**src/hpfs_pkg.sv**
```systemverilog
// package for the host port pin function select block
// assumes a single clk_sys domain and an apb register slave
package hpfs_pkg;
    // ******************************************
    // register byte offsets
    // ******************************************
    localparam logic [7:0] HPFS_OFS_CTRL = 8'h00;
    localparam logic [7:0] HPFS_OFS_DIR = 8'h04;
    localparam logic [7:0] HPFS_OFS_DATA = 8'h08;
    localparam logic [7:0] HPFS_OFS_CFG = 8'h0c;
    localparam logic [7:0] HPFS_OFS_PINS = 8'h10;
    localparam logic [7:0] HPFS_OFS_HOST = 8'h14;
    localparam int HPFS_ADDR_W = 8;
    // ******************************************
    // port bits, index within the three-pin group
    // ******************************************
    localparam int HPFS_NPIN = 3;
    localparam int HPFS_PIN13 = 0;
    localparam int HPFS_PIN14 = 1;
    localparam int HPFS_PIN15 = 2;
    // ******************************************
    // config register fields
    // ******************************************
    localparam int HPFS_CFG_MUX = 0;
    localparam int HPFS_CFG_DBLREQ = 1;
    localparam int HPFS_CFG_CS_POL = 2;
    localparam int HPFS_CFG_REQ_POL = 3;
    localparam int HPFS_CFG_REQ_OD = 4;
    localparam int HPFS_CFG_ACK_POL = 5;
    localparam int HPFS_CFG_W = 6;
    // ******************************************
    // host status register fields
    // ******************************************
    localparam int HPFS_HST_CS = 0;
    localparam int HPFS_HST_A10 = 1;
    localparam int HPFS_HST_ACK = 2;
    localparam int HPFS_HST_W = 3;
    // ******************************************
    // reset values
    // ******************************************
    localparam logic [HPFS_NPIN-1:0] HPFS_RST_CTRL = 3'h0;
    localparam logic [HPFS_NPIN-1:0] HPFS_RST_DIR = 3'h0;
    localparam logic [HPFS_NPIN-1:0] HPFS_RST_DATA = 3'h0;
    localparam logic [HPFS_CFG_W-1:0] HPFS_RST_CFG = 6'h00;
    localparam logic [31:0] HPFS_RD_ZERO = 32'h0000_0000;
endpackage : hpfs_pkg

```
**src/hpfs_apb.sv**
```systemverilog
// apb slave holding the control, direction, data and config registers
// assumes apb master on clk_sys; answers in the access cycle (no wait)
`timescale 1ns/10ps
`default_nettype none
module hpfs_apb
    import hpfs_pkg::*;
(
    input wire logic clk_sys,
    input wire logic rst,
    input wire logic psel,
    input wire logic penable,
    input wire logic pwrite,
    input wire logic [HPFS_ADDR_W-1:0] paddr,
    input wire logic [31:0] pwdata,
    output logic [31:0] prdata,
    output logic pready,
    output logic pslverr,
    input wire logic [HPFS_NPIN-1:0] pin_state,
    input wire logic [HPFS_HST_W-1:0] host_state,
    output logic [HPFS_NPIN-1:0] ctrl_val,
    output logic [HPFS_NPIN-1:0] dir_val,
    output logic [HPFS_NPIN-1:0] data_val,
    output logic [HPFS_CFG_W-1:0] cfg_val
);
    logic [HPFS_NPIN-1:0] ctrl_reg, ctrl_next;
    logic [HPFS_NPIN-1:0] dir_reg, dir_next;
    logic [HPFS_NPIN-1:0] data_reg, data_next;
    logic [HPFS_CFG_W-1:0] cfg_reg, cfg_next;
    logic [31:0] rdata_reg, rdata_next;
    logic err_reg, err_next;
    logic access;
    logic hit;

    function automatic logic addr_known(input logic [HPFS_ADDR_W-1:0] a);
        return (a == HPFS_OFS_CTRL) || (a == HPFS_OFS_DIR) || (a == HPFS_OFS_DATA)
            || (a == HPFS_OFS_CFG) || (a == HPFS_OFS_PINS) || (a == HPFS_OFS_HOST);
    endfunction

    assign access = psel && penable;
    assign hit = addr_known(paddr);

    always_comb begin
        ctrl_next = ctrl_reg;
        dir_next = dir_reg;
        data_next = data_reg;
        cfg_next = cfg_reg;
        rdata_next = rdata_reg;
        err_next = 1'b0;
        // setup cycle prepares read data and error so both come from flops
        if (psel && !penable) begin
            err_next = !hit;
            unique case (paddr)
                HPFS_OFS_CTRL: rdata_next = {29'h0, ctrl_reg};
                HPFS_OFS_DIR: rdata_next = {29'h0, dir_reg};
                HPFS_OFS_DATA: rdata_next = {29'h0, data_reg};
                HPFS_OFS_CFG: rdata_next = {26'h0, cfg_reg};
                HPFS_OFS_PINS: rdata_next = {29'h0, pin_state};
                HPFS_OFS_HOST: rdata_next = {29'h0, host_state};
                default: rdata_next = HPFS_RD_ZERO;
            endcase
        end
        if (access && pwrite) begin
            unique case (paddr)
                HPFS_OFS_CTRL: ctrl_next = pwdata[HPFS_NPIN-1:0];
                HPFS_OFS_DIR: dir_next = pwdata[HPFS_NPIN-1:0];
                HPFS_OFS_DATA: data_next = pwdata[HPFS_NPIN-1:0];
                HPFS_OFS_CFG: cfg_next = pwdata[HPFS_CFG_W-1:0];
                default: ;
            endcase
        end
    end

    always_ff @(posedge clk_sys or posedge rst) begin
        if (rst) begin
            ctrl_reg <= HPFS_RST_CTRL;
            dir_reg <= HPFS_RST_DIR;
            data_reg <= HPFS_RST_DATA;
            cfg_reg <= HPFS_RST_CFG;
            rdata_reg <= HPFS_RD_ZERO;
            err_reg <= 1'b0;
        end else begin
            ctrl_reg <= ctrl_next;
            dir_reg <= dir_next;
            data_reg <= data_next;
            cfg_reg <= cfg_next;
            rdata_reg <= rdata_next;
            err_reg <= err_next;
        end
    end

    assign pready = 1'b1;
    assign prdata = rdata_reg;
    assign pslverr = access && err_reg;
    assign ctrl_val = ctrl_reg;
    assign dir_val = dir_reg;
    assign data_val = data_reg;
    assign cfg_val = cfg_reg;
endmodule // hpfs_apb
`default_nettype wire

```
**src/hpfs_sync.sv**
```systemverilog
// two flip-flop synchroniser for a group of pin inputs
// assumes inputs are asynchronous to clk_sys
`timescale 1ns/10ps
`default_nettype none
module hpfs_sync #(
    parameter int WIDTH = 3
) (
    input wire logic clk_sys,
    input wire logic rst,
    input wire logic [WIDTH-1:0] async_in,
    output logic [WIDTH-1:0] sync_out
);
    logic [WIDTH-1:0] meta_reg;
    logic [WIDTH-1:0] meta_next;
    logic [WIDTH-1:0] sync_reg;
    logic [WIDTH-1:0] sync_next;

    // first stage feeds only the second
    always_comb begin
        meta_next = async_in;
        sync_next = meta_reg;
    end

    always_ff @(posedge clk_sys or posedge rst) begin
        if (rst) begin
            meta_reg <= '0;
            sync_reg <= '0;
        end else begin
            meta_reg <= meta_next;
            sync_reg <= sync_next;
        end
    end

    assign sync_out = sync_reg;
endmodule // hpfs_sync
`default_nettype wire

```
**src/hpfs_top.sv**
```systemverilog
// pin function select for the three shared host port pins
// assumes host bus pins asynchronous to clk_sys; pad logic resolves oe
`timescale 1ns/10ps
`default_nettype none
// What this block does
// RULE_01 - non-multiplexed bus with host function uses pin 13 as chip select of set polarity.
// RULE_02 - multiplexed bus with host function uses pin 13 as host address bit ten.
// RULE_03 - a pin given to general-purpose use is input or output by its direction bit.
// RULE_04 - pin 14 is general-purpose only on a multiplexed bus with its control bit set.
// RULE_05 - single-request mode with host function drives pin 14 as host request.
// RULE_06 - a config bit sets the active level of every host request output.
// RULE_07 - a config bit makes request outputs either driven or open-drain.
// RULE_08 - double-request mode drives pin 14 as transmit and pin 15 as receive request.
// RULE_09 - single-request mode reads pin 15 as acknowledge at the configured polarity.
// RULE_10 - in stop mode general-purpose pins are cut off from the core.
// RULE_11 - a host-function pin ignores its direction and data bits.
module hpfs_top
    import hpfs_pkg::*;
(
    input wire logic clk_sys,
    input wire logic rst,
    input wire logic psel,
    input wire logic penable,
    input wire logic pwrite,
    input wire logic [HPFS_ADDR_W-1:0] paddr,
    input wire logic [31:0] pwdata,
    output logic [31:0] prdata,
    output logic pready,
    output logic pslverr,
    input wire logic stop_mode,
    input wire logic host_req_core,
    input wire logic xmit_req_core,
    input wire logic recv_req_core,
    input wire logic [HPFS_NPIN-1:0] pin_in,
    output logic [HPFS_NPIN-1:0] pin_out,
    output logic [HPFS_NPIN-1:0] pin_oe,
    output logic host_chip_select_in,
    output logic host_addr_line_ten,
    output logic host_acknowledge_in,
    output logic [HPFS_NPIN-1:0] gpio_in
);
    logic [HPFS_NPIN-1:0] ctrl_val;
    logic [HPFS_NPIN-1:0] dir_val;
    logic [HPFS_NPIN-1:0] data_val;
    logic [HPFS_CFG_W-1:0] cfg_val;
    logic [HPFS_NPIN-1:0] pin_sync;
    logic mux_bus, dbl_req, req_od, req_pol;
    logic [HPFS_NPIN-1:0] gpio_sel;
    logic [HPFS_NPIN-1:0] out_next, oe_next, out_reg, oe_reg;
    logic [HPFS_NPIN-1:0] gin_next, gin_reg;
    logic cs_next, a10_next, ack_next, cs_reg, a10_reg, ack_reg;

    // ******************************************
    // register slave and pin synchroniser
    // ******************************************
    hpfs_apb u_apb (
        .clk_sys(clk_sys),
        .rst(rst),
        .psel(psel),
        .penable(penable),
        .pwrite(pwrite),
        .paddr(paddr),
        .pwdata(pwdata),
        .prdata(prdata),
        .pready(pready),
        .pslverr(pslverr),
        .pin_state(gin_reg),
        .host_state({ack_reg, a10_reg, cs_reg}),
        .ctrl_val(ctrl_val),
        .dir_val(dir_val),
        .data_val(data_val),
        .cfg_val(cfg_val)
    );

    hpfs_sync #(.WIDTH(HPFS_NPIN)) u_sync (
        .clk_sys(clk_sys),
        .rst(rst),
        .async_in(pin_in),
        .sync_out(pin_sync)
    );

    // ******************************************
    // function selection
    // ******************************************
    // request level toward the pad: polarity applied, od pulls only when active
    function automatic void req_drive(input logic active, input logic pol, input logic od,
                                      output logic val, output logic en);
        val = active ? pol : !pol;
        en = od ? active : 1'b1;
    endfunction

    assign mux_bus = cfg_val[HPFS_CFG_MUX];
    assign dbl_req = cfg_val[HPFS_CFG_DBLREQ];
    assign req_od = cfg_val[HPFS_CFG_REQ_OD];
    assign req_pol = cfg_val[HPFS_CFG_REQ_POL];

    always_comb begin
        gpio_sel = ctrl_val;
        // RULE_04 pin 14 gpio gate
        gpio_sel[HPFS_PIN14] = ctrl_val[HPFS_PIN14] && mux_bus;
    end

    always_comb begin
        out_next = '0;
        oe_next = '0;
        gin_next = gin_reg;
        cs_next = 1'b0;
        a10_next = 1'b0;
        ack_next = 1'b0;
        for (int i = 0; i < HPFS_NPIN; i++) begin
            if (gpio_sel[i]) begin
                // RULE_03 per-pin direction
                out_next[i] = data_val[i];
                oe_next[i] = dir_val[i];
                gin_next[i] = pin_sync[i];
                // RULE_10 stop isolates gpio
                if (stop_mode) begin
                    oe_next[i] = 1'b0;
                    gin_next[i] = gin_reg[i];
                end
            end
        end
        // RULE_11 host pins ignore gpio bits
        if (!gpio_sel[HPFS_PIN13]) begin
            if (mux_bus) begin
                // RULE_02 address bit ten
                a10_next = pin_sync[HPFS_PIN13];
            end else begin
                // RULE_01 chip select polarity
                cs_next = pin_sync[HPFS_PIN13] == cfg_val[HPFS_CFG_CS_POL];
            end
        end
        if (!gpio_sel[HPFS_PIN14]) begin
            // RULE_05 single request drive, RULE_06 polarity, RULE_07 od choice
            req_drive(dbl_req ? xmit_req_core : host_req_core, req_pol, req_od,
                      out_next[HPFS_PIN14], oe_next[HPFS_PIN14]);
        end
        if (!gpio_sel[HPFS_PIN15]) begin
            if (dbl_req) begin
                // RULE_08 receive request on pin 15
                req_drive(recv_req_core, req_pol, req_od,
                          out_next[HPFS_PIN15], oe_next[HPFS_PIN15]);
            end else begin
                // RULE_09 acknowledge polarity
                ack_next = pin_sync[HPFS_PIN15] == cfg_val[HPFS_CFG_ACK_POL];
            end
        end
    end

    // outputs from flops; one cycle after the select change
    always_ff @(posedge clk_sys or posedge rst) begin
        if (rst) begin
            out_reg <= '0;
            oe_reg <= '0;
            gin_reg <= '0;
            cs_reg <= 1'b0;
            a10_reg <= 1'b0;
            ack_reg <= 1'b0;
        end else begin
            out_reg <= out_next;
            oe_reg <= oe_next;
            gin_reg <= gin_next;
            cs_reg <= cs_next;
            a10_reg <= a10_next;
            ack_reg <= ack_next;
        end
    end

    assign pin_out = out_reg;
    assign pin_oe = oe_reg;
    assign gpio_in = gin_reg;
    assign host_chip_select_in = cs_reg;
    assign host_addr_line_ten = a10_reg;
    assign host_acknowledge_in = ack_reg;
endmodule // hpfs_top
`default_nettype wire
```
**config.mk**
```make
export PLATFORM = sky130hd
export DESIGN_NAME = hpfs_top
export DESIGN_NICKNAME = d
export VERILOG_FILES = /design/src/hpfs_pkg.sv /design/src/hpfs_apb.sv /design/src/hpfs_sync.sv /design/src/hpfs_top.sv
export SDC_FILE = /design/constraint.sdc
export NUM_CORES = 1
export LEC_CHECK = 0
export BUFFER_PORTS_ARGS = -buffer_cell sky130_fd_sc_hd__clkbuf_2
export CORE_UTILIZATION = 41
export DETAILED_ROUTE_END_ITERATION = 16
export GPL_ROUTABILITY_DRIVEN = 0
export PLACE_DENSITY = 0.76
export SLEW_MARGIN = 20
export SYNTH_ARGS = -nofsm -noshare
export SYNTH_HDL_FRONTEND = slang
export SYNTH_SLANG_ARGS = --single-unit
```
**constraint.sdc**
```tcl
create_clock -name clk_sys -period 1.1 [get_ports clk_sys]
set_input_delay 0.22 -clock clk_sys [delete_from_list [all_inputs] [get_ports clk_sys]]
set_output_delay 0.22 -clock clk_sys [all_outputs]
set_load 0.05 [all_outputs]
```
==> out/metrics.csv, run 1 <==
stage,metric,value,unit
status,status,finished with violations,
status,violated checks,setup timing,
synthesis,Ys Warns,0,
run,MaxCap Viol Count,0,
synthesis,mean post-synth cell area,12.0,um2
worst_setup_path,startpoint types,flop,
worst_setup_path,"critical path fanouts, max",2,
final_layout,Final Util,61.7,%
power,maximum VDD drop,0.449,mV
drt,Pre-antenna DRT Iters,4,
cts,number of CTS-inserted buffers,5,
placement,IO buf count,44,
drt,drt drc,0,
drt,First DRT Iteration DRCs,114,
power,cell internal pwr,0.00221,W
synthesis,cell with the most instances after synthesis,dfrtp_1,
floorplan,DIE WIDTH,70.1,um
power,Seq pwr share,48.9,%
floorplan,core area,4410,um2
timing,endpoints failing hold,0,
timing,Tcrit/Tclk final,111,%
global_route,total track usage,19.1,%
worst_setup_path,Worst Setup End Kind,output port,
floorplan,Rows,24,
timing,Max Clock Skew,0.00884,ns
global_route,first-pass GRT wire length,7.15,mm
cts,Clock transition at path regs,0.07,ns
floorplan,IO Pins,98,
final_layout,layout cell share with drive strength beyond 1,49.4,%
cts,Sinks on Clock Net,40,
worst_setup_path,Critical Path AT,1.00,ns
power,PwrDens,1150,nW/um2
final_layout,ANT cells,0,
final_layout,area grow syn2layout,43.4,%
worst_setup_path,critical path class,flop to output port,
cts,CTS Root Cell,clkbuf_8,
global_route,pin count of the biggest net entering global routing,20,
drt,Routed wire per std cell,14.9,um
synthesis,cells after synthesis,158,
global_route,remaining global-route overflow,0,
global_route,initial antenna violation count,0,
timing,Setup TNS,-0.552,ns
power,Clock power frac,32.0,%
placement,Setup WS pre-CTS,-0.381,ns
synthesis,Synth Register Bits,40,
final_layout,non-filler instance count after layout,295,
synthesis,top cell type by total area after synthesis,dfrtp_1,
final_layout,"Net count, final",294,
timing,fmax,818,MHz
timing,setup ws final,-0.123,ns
global_route,vias in the first global route,1498,
power,total net switching power,0.000921,W
floorplan,die footprint,4910,um2
final_layout,Filler cells,317,
timing,Final Max Slew Viols,0,
synthesis,Synth Flop Type,dfrtp_1,
placement,placed insts,275,
hold_path,type of the worst min-delay path,primary input to flop,
floorplan,initial core utilization,43.1,%
synthesis,Mapped Area,1900,um2
synthesis,"top cells by area, synth","dfrtp_1 53%, buf_4 11%, mux2_2 11%",
synthesis,Post-synth ARST share,100,%
placement,hpwl dp,3.08,mm
drt,routed vias,1466,
cts,worst-skew pair later-pin latency,0.30,ns
power,sw frac,29.4,%
floorplan,DIE HEIGHT,70.1,um
timing,post-layout min period,1.22,ns
synthesis,Post-synth top cells,"40 x dfrtp_1, 27 x buf_4, 18 x mux2_2",
drt,Antenna Nets Post-Route,0,
cts,CTS tree,built,
drt,vias per cell,4.97,
cts,H-tree Lvls,2,
timing,RSZ-0062 raised after global routing,true,
synthesis,post-synth top area share,52.7,%
synthesis,sequential area share after synthesis,52.7,%
worst_setup_path,CP Data Required Time,0.88,ns
power,Gate power share,19.1,%
synthesis,"EDFF count, synth",0,
cts,CTS max path bufs,2,
power,Leak,1.39,nW
timing,final setup vio count,11,
drt,routed wire length,4.41,mm
synthesis,post-synth cell types,31,
-- power groups by stage --
stage               logic [W]  clock network [W]  registers, W
floorplan            0.000378                  0       0.00160
global placement     0.000510                  0       0.00155
detailed placement   0.000517                  0       0.00156
CTS                  0.000575            0.00103       0.00153
global route         0.000634            0.00109       0.00153
finish               0.000600            0.00100       0.00153
-- worst max-delay path: stages (launching register included) --
cell,delay (ns)
dfrtp_2,0.43
buf_6,0.13
clkbuf_16,0.16
-- layer usage --
| metal | track usage [%] | vias up | part of all wire (%) |
|---|---|---|---|
| met2 | 31.1 | 67 | 50 |
| li1 | - | 666 | - |
| met5 | 0 | - | 0 |
| met1 | 22.8 | 721 | 41 |
| met3 | 3.90 | 12 | 5.2 |
| met4 | 12.9 | 0 | 3.4 |
-- timing repair --
item / in CTS / in global routing
resized for setup: 44 / 32
pin swaps: 5 / 3
endpoints found under the setup margin: 39 / 40
setup buffers: 4 / 7
hold buffers: 1 / 0
hold endpoints to repair: 15 / 0
-- cell families (layout without fill, tap and decap cells) --
family	after synthesis	in the layout	synth area share, %
AO/OA/AOI/OAI	13	13	4.28
buffers and inverters	35	95	12.2
multiplexers	24	24	15.8
XOR/XNOR	4	4	1.84
other	2	27	0.395
AND/OR/NAND/NOR	40	40	12.8
flip-flops	40	40	52.7
-- path summary, 6_finish.rpt --
check,cells after the start,end,slack [ns],startpoint
max,2,host_acknowledge_in,-0.12,host_acknowledge_in$_DFF_PP0_
min,1,u_sync.meta_reg[2]$_DFF_PP0_,0.03,pin_in[2]
max reg2reg,3,u_apb.prdata[0]$_DFFE_PP0P_,-0.08,u_apb.cfg_val[0]$_DFFE_PP0P_
min reg2reg,0,u_sync.sync_out[0]$_DFF_PP0_,0.35,u_sync.meta_reg[0]$_DFF_PP0_
max in group asynchronous,4,pin_oe[0]$_DFF_PP0_,0.24,rst
min in group asynchronous,3,u_sync.meta_reg[1]$_DFF_PP0_,0.45,rst
-- placed cells by master, fill, tap and decap left out, types with 2 or more instances in the layout --
cell	instances
nor2_1	2
buf_4	34
mux2_4	2
and2_1	2
mux4_2	3
buf_6	7
clkbuf_2	23
clkbuf_8	6
inv_1	4
nand2_1	10
nand4b_1	2
xor2_1	2
nand3_1	2
buf_8	13
mux2_2	16
nand4_1	6
dfrtp_1	39
clkbuf_16	2
o311ai_1	2
and3_1	3
o21ai_0	4
nor3_1	4
mux2i_1	2
conb_1	27
clkbuf_1	2
-- stage by stage --
stage	hold slack (ns)	area, um2	total power [W]
after floorplan	0.199	2000	0.00198
after global placement	0.224	2280	0.00206
after detailed placement	0.227	2280	0.00207
after CTS	0.0233	2600	0.00313
after global routing	0.0210	2730	0.00326
final	0.0321	2730	0.00314
-- final cells by class --
class	count	area, um2	area share [%]
timing repair buffer	82	732	26.9
tap	52	65.1	2.39
sequential	40	1000	36.8
clock buffer	8	90.1	3.31
inverter	5	22.5	0.826
multi-input combinational	108	813	29.8
Power figures use the tool's default switching activity.
==> run 2: changes to the inputs <==
RECOVER_POWER = 100   (was unset)
==> out/metrics.csv, run 2 (synthesis results as in run 1) <==
stage,metric,value,unit,change
placement,IO buf count,44,,unchanged
worst_setup_path,Reg2Reg Depth,3,,unchanged
timing,Tcrit/Tclk final,111,%,about the same
drt,Antenna Nets Post-Route,0,,unchanged
timing,post-layout min period,1.22,ns,-0.0000330 ns
global_route,vias in the first global route,1498,,unchanged
final_layout,layout cell share with drive strength beyond 1,47.3,%,-2.1 points
hold_path,Hold EP,u_sync.meta_reg[2]$_DFF_PP0_,,
hold_path,type of the worst min-delay path,primary input to flop,,
timing,fmax,818,MHz,about the same
worst_setup_path,Critical R2R Launch,u_apb.cfg_val[0]$_DFFE_PP0P_,,
cts,CTS Root Cell,clkbuf_8,,
final_layout,"Net count, final",294,,unchanged
drt,First DRT Iteration DRCs,99,,-13%
cts,Sinks on Clock Net,40,,unchanged
drt,Routed wire per std cell,15.0,um,+0.16%
timing,Final Max Slew Viols,0,,unchanged
power,PwrDens,1160,nW/um2,+0.78%
drt,routed vias,1466,,unchanged
hold_path,hold_sp,pin_in[2],,
final_layout,"leading cell type in the layout, fill and taps excluded",dfrtp_1,,
worst_setup_path,CP Data Required Time,0.88,ns,about the same
power,Total Power,0.00312,W,-0.38%
drt,routed wire length,4.41,mm,+0.16%
power,Leak,1.37,nW,-1.0%
floorplan,DIE HEIGHT,70.1,um,unchanged
timing,endpoints failing hold,0,,unchanged
global_route,remaining global-route overflow,0,,unchanged
worst_setup_path,critical path class,flop to output port,,
worst_setup_path,startpoint types,flop,,
worst_setup_path,"critical path fanouts, max",2,,unchanged
global_route,total track usage,19.1,%,unchanged
placement,hpwl dp,3.08,mm,unchanged
worst_setup_path,Worst Setup End Kind,output port,,
worst_setup_path,R2R Setup Slk,-0.08,ns,about the same
final_layout,most frequent cells in the layout,"39 x dfrtp_1, 31 x buf_4, 27 x conb_1",,
worst_setup_path,Critical Path AT,1.00,ns,about the same
drt,vias per cell,4.97,,unchanged
global_route,pin count of the biggest net entering global routing,20,,unchanged
status,violated checks,setup timing,,
run,MaxCap Viol Count,0,,unchanged
floorplan,Rows,24,,unchanged
final_layout,Final Util,61.0,%,-0.71 points
timing,Max Clock Skew,0.00905,ns,+0.000208 ns
power,maximum VDD drop,0.448,mV,-0.14%
worst_setup_path,Worst R2R End,u_apb.prdata[0]$_DFFE_PP0P_,,
cts,CTS max path bufs,2,,unchanged
timing,setup ws final,-0.123,ns,+0.0000330 ns
worst_setup_path,crit path cell chain,"buf_6, clkbuf_16",,
cts,H-tree Lvls,2,,unchanged
global_route,initial antenna violation count,0,,unchanged
status,status,finished with violations,,
cts,worst-skew pair later-pin latency,0.30,ns,about the same
timing,RSZ-0062 raised after global routing,true,,
floorplan,DIE WIDTH,70.1,um,unchanged
floorplan,initial core utilization,43.1,%,unchanged
global_route,first-pass GRT wire length,7.15,mm,unchanged
worst_setup_path,crit-path max cell delay,0.43,ns,about the same
cts,Clock transition at path regs,0.07,ns,about the same
placement,Setup WS pre-CTS,-0.381,ns,unchanged
floorplan,die footprint,4910,um2,unchanged
floorplan,IO Pins,98,,unchanged
floorplan,core area,4410,um2,unchanged
timing,final setup vio count,18,,+7
final_layout,area grow syn2layout,41.7,%,
drt,Pre-antenna DRT Iters,4,,unchanged
worst_setup_path,slowest CP cell,dfrtp_2,,
final_layout,ANT cells,0,,unchanged
cts,CTS tree,built,,
drt,drt drc,0,,unchanged
cts,number of CTS-inserted buffers,5,,unchanged
hold_path,WHS Path Cells,1,,unchanged
## run 2: changes by cell type in the layout (fill, tap and decap cells not counted), sizes merged
cell	delta
buf	-2
clkbuf	+2
## run 2: layout make-up
cell class,instances,area [um2]
flip-flops and latches,40,1000
multi-input cells,108,802
inverters,5,22.5
repair buffers,82,712
well taps,52,65.1
clock buffers,8,90.1
fillers,330,1720
## run 2: repair_timing
item                                    CTS  global route
pin swaps                                 5             3
hold buffers                              1             0
endpoints found under the hold margin    15             0
gates resized for setup                  44            32
setup buffers                             4             7
endpoints found under the setup margin   39            40
## run 2: per-stage QoR
stage	std cells	hold WS (ns)	area (um2)	TNS, ns
floorplan	183	0.199	2000	-3.34
global placement	275	0.224	2280	-6.49
detailed placement	275	0.227	2280	-6.78
CTS	288	0.0233	2600	-0.572
global route	295	0.0210	2690	-1.95
finish	295	0.0316	2690	-0.896
## run 2: critical path: cells and delay by family, from the launching register on
family	cells	cell delay (ns)
buffers and inverters	2	0.29
DFF	1	0.43
## run 2: worst max path at each step
stage / start / end / cells after the start
after floorplan: paddr[5] / u_apb.cfg_val[0]$_DFFE_PP0P_ / 3
after global placement: paddr[5] / u_apb.cfg_val[5]$_DFFE_PP0P_ / 4
after detailed placement: paddr[5] / u_apb.cfg_val[3]$_DFFE_PP0P_ / 4
after CTS: host_acknowledge_in$_DFF_PP0_ / host_acknowledge_in / 2
final: host_acknowledge_in$_DFF_PP0_ / host_acknowledge_in / 2
after global routing: host_acknowledge_in$_DFF_PP0_ / host_acknowledge_in / 2
## run 2: layer usage
| metal | vias up | wire, um | global-route usage [%] |
|---|---|---|---|
| met5 | - | 0 | 0 |
| met4 | 0 | 150 | 12.9 |
| met3 | 12 | 246 | 3.90 |
| met2 | 68 | 2220 | 31.1 |
| met1 | 719 | 1800 | 22.8 |
| li1 | 667 | - | - |
## run 2: power breakdown
part           internal [W]  switching (W)  total (W)  leakage [nW]
logic              0.000190       0.000401   0.000591         0.797
registers           0.00151      0.0000258    0.00153         0.530
clock network      0.000511       0.000489    0.00100        0.0455
==> run 3: changes to the inputs <==
ABC_AREA = 1   (was unset)
CAP_MARGIN = 20   (was unset)
CORE_MARGIN = 2   (was unset)
CORE_UTILIZATION = 42   (was 41)
==> out/metrics.csv, run 3 <==
stage,metric,value,unit,change
floorplan,Rows,25,,+4.2%
power,Leak,1.41,nW,+2.9%
global_route,initial antenna violation count,0,,unchanged
floorplan,DIE WIDTH,74.4,um,+6.2%
hold_path,type of the worst min-delay path,primary input to flop,,
final_layout,"leading cell type in the layout, fill and taps excluded",nand2_1,,
drt,First DRT Iteration DRCs,100,,+1.0%
worst_setup_path,CP Data Required Time,0.88,ns,about the same
power,Total Power,0.00332,W,+6.1%
synthesis,sequential area share after synthesis,48.0,%,-4.6 points
final_layout,layout cell share with drive strength beyond 1,30.7,%,-17 points
cts,Sinks on Clock Net,40,,unchanged
global_route,vias in the first global route,1587,,+5.9%
global_route,pin count of the biggest net entering global routing,41,,+110%
synthesis,Mapped Area,2080,um2,+9.6%
final_layout,non-filler instance count after layout,380,,+29%
power,maximum VDD drop,0.777,mV,+73%
global_route,total track usage,17.3,%,-1.8 points
synthesis,Post-synth top cells,"47 x nand2_1, 40 x dfrtp_1, 27 x buf_4, 27 x inv_1, 21 x nor2_1",,
timing,endpoints failing hold,0,,unchanged
status,violated checks,setup timing,,
timing,Final Max Slew Viols,0,,unchanged
synthesis,"top cells by area, synth","dfrtp_1 48%, buf_4 9.7%, nand2_1 8.5%",,
synthesis,"EDFF count, synth",0,,unchanged
timing,setup ws final,-0.0667,ns,+0.0563 ns
synthesis,post-synth top area share,48.0,%,-4.6 points
cts,CTS max path bufs,2,,unchanged
final_layout,Filler cells,460,,+39%
cts,H-tree Lvls,2,,unchanged
run,MaxCap Viol Count,0,,unchanged
drt,routed vias,1712,,+17%
worst_setup_path,Critical Path AT,0.95,ns,-0.05 ns
final_layout,area grow syn2layout,28.8,%,
final_layout,Multi-input gate area,825,um2,+2.8%
synthesis,mean post-synth cell area,8.61,um2,-28%
worst_setup_path,critical path class,flop to output port,,
floorplan,die footprint,5540,um2,+13%
placement,Placed Area,2370,um2,+4.2%
final_layout,final non-filler cell area,2680,um2,-0.37%
floorplan,initial core utilization,43.8,%,+0.76 points
power,PwrDens,1240,nW/um2,+6.5%
final_layout,"Net count, final",364,,+24%
cts,worst-skew pair later-pin latency,0.30,ns,about the same
synthesis,Synth Register Bits,40,,unchanged
drt,Pre-antenna DRT Iters,4,,unchanged
synthesis,Synth Flop Type,dfrtp_1,,
final_layout,Seq. cell area,1000,um2,-0.12%
synthesis,Post-synth ARST share,100,%,unchanged
timing,Max Clock Skew,0.00368,ns,-0.00537 ns
synthesis,Ys Warns,0,,unchanged
placement,hpwl dp,3.22,mm,+4.6%
synthesis,cell with the most instances after synthesis,nand2_1,,
synthesis,top cell type by total area after synthesis,dfrtp_1,,
final_layout,ANT cells,0,,unchanged
placement,IO buf count,44,,unchanged
timing,Tcrit/Tclk final,106,%,-5.1 points
timing,final setup vio count,2,,-16
drt,routed wire length,4.34,mm,-1.8%
placement,placed insts,361,,+31%
cts,number of CTS-inserted buffers,5,,unchanged
timing,post-layout min period,1.17,ns,-0.0563 ns
global_route,first-pass GRT wire length,7.11,mm,-0.49%
worst_setup_path,Worst Setup End Kind,output port,,
status,status,finished with violations,,
drt,Routed wire per std cell,11.4,um,-24%
synthesis,cells after synthesis,242,,+53%
floorplan,DIE HEIGHT,74.4,um,+6.2%
cts,CTS Root Cell,clkbuf_8,,
timing,RSZ-0062 raised after global routing,true,,
placement,Setup WS pre-CTS,-0.101,ns,+0.280 ns
floorplan,IO Pins,98,,unchanged
drt,drt drc,0,,unchanged
cts,CTS tree,built,,
synthesis,post-synth cell types,27,,-13%
final_layout,most frequent cells in the layout,"49 x nand2_1, 40 x dfrtp_1, 27 x inv_1, 27 x conb_1, 23 x clkbuf_2",,
global_route,remaining global-route overflow,0,,unchanged
drt,vias per cell,4.51,,-9.3%
worst_setup_path,"critical path fanouts, max",1,,-1
timing,fmax,857,MHz,+4.8%
floorplan,core area,4750,um2,+7.7%
cts,Clock transition at path regs,0.08,ns,about the same
drt,Antenna Nets Post-Route,0,,unchanged
worst_setup_path,startpoint types,flop,,
==> run 3: cell types whose count changed after synthesis, moves of 5 or more <==
| cell | before | now |
|---|---|---|
| nand3_1 | 2 | 20 |
| nor2_2 | 0 | 5 |
| a21oi_2 | 0 | 5 |
| mux2_2 | 18 | 0 |
| nand4_1 | 6 | 0 |
| nor2_1 | 3 | 21 |
| o21ai_0 | 5 | 18 |
| nand2_1 | 11 | 47 |
| inv_1 | 5 | 27 |
==> run 3: final cells by class <==
| cell class | count | share of cell area [%] |
|---|---|---|
| inverters | 30 | 4.34 |
| clock buffers | 6 | 3.08 |
| clock inverters | 2 | 0.513 |
| flip-flops and latches | 40 | 37.3 |
| multi-input cells | 168 | 30.7 |
| well taps | 67 | 3.12 |
| repair buffers | 67 | 20.9 |
==> run 3: cells by family after synthesis <==
logic type | synth area share [%]
buffers and inverters | 16.3
DFF | 48.0
and+or+nand+nor | 24.0
xor gates and xnor gates | 0.420
other | 0.360
AOI/OAI and AO/OA | 10.8
==> run 3: metrics by stage <==
stage,TNS [ns],util (%),hold WS [ns]
3_5_place_dp,-1.26,49.9,0.271
2_1_floorplan,0,-,0.199
4_1_cts,-0.174,56.3,0.0122
5_1_grt,-0.576,56.4,0.00495
3_3_place_gp,-0.781,49.9,0.263
6_report,-0.0726,56.4,0.0224
==> run 3: layer usage <==
metal,vias up,GRT usage [%],wire (um)
met4,0,6.94,65
met2,51,28.6,2180
met3,7,5.01,272
met5,-,0,0
met1,798,21.3,1810
li1,856,-,-
==> run 3: repair_timing <==
action / 4_1_cts / 5_1_grt
buffers inserted: 7 / 3
gates resized for setup: 34 / 22
endpoints found under the setup margin: 19 / 18
gates cloned: 0 / 0
pin swaps: 1 / 0
endpoints found under the hold margin: 40 / 0
hold buffers: 1 / 0
==> run 3: where the power goes <==
part / internal (W) / switching [W]
Sequential: 0.00152 / 0.0000404
Clock: 0.000513 / 0.000533
Combinational: 0.000212 / 0.000493
==> run 3: worst max-delay path, stage by stage (launching register included) <==
cell and delay, ns:
dfrtp_1 0.36, and3_4 0.15, buf_8 0.14
==> run 3: final timing paths <==
kind	from	end	slack [ns]	depth (start not counted)
hold / removal	pin_in[0]	u_sync.meta_reg[0]$_DFF_PP0_	0.02	1
setup reg to reg	gpio_in[1]$_DFFE_PP0P_	u_apb.prdata[1]$_DFFE_PP0P_	0.07	5
min in group asynchronous	rst	u_sync.meta_reg[0]$_DFF_PP0_	0.59	4
setup / recovery	u_apb.err_reg$_DFF_PP0_	pslverr	-0.07	2
hold reg to reg	u_sync.meta_reg[2]$_DFF_PP0_	u_sync.sync_out[2]$_DFF_PP0_	0.35	0
max in group asynchronous	rst	u_sync.meta_reg[1]$_DFF_PP0_	0.16	4
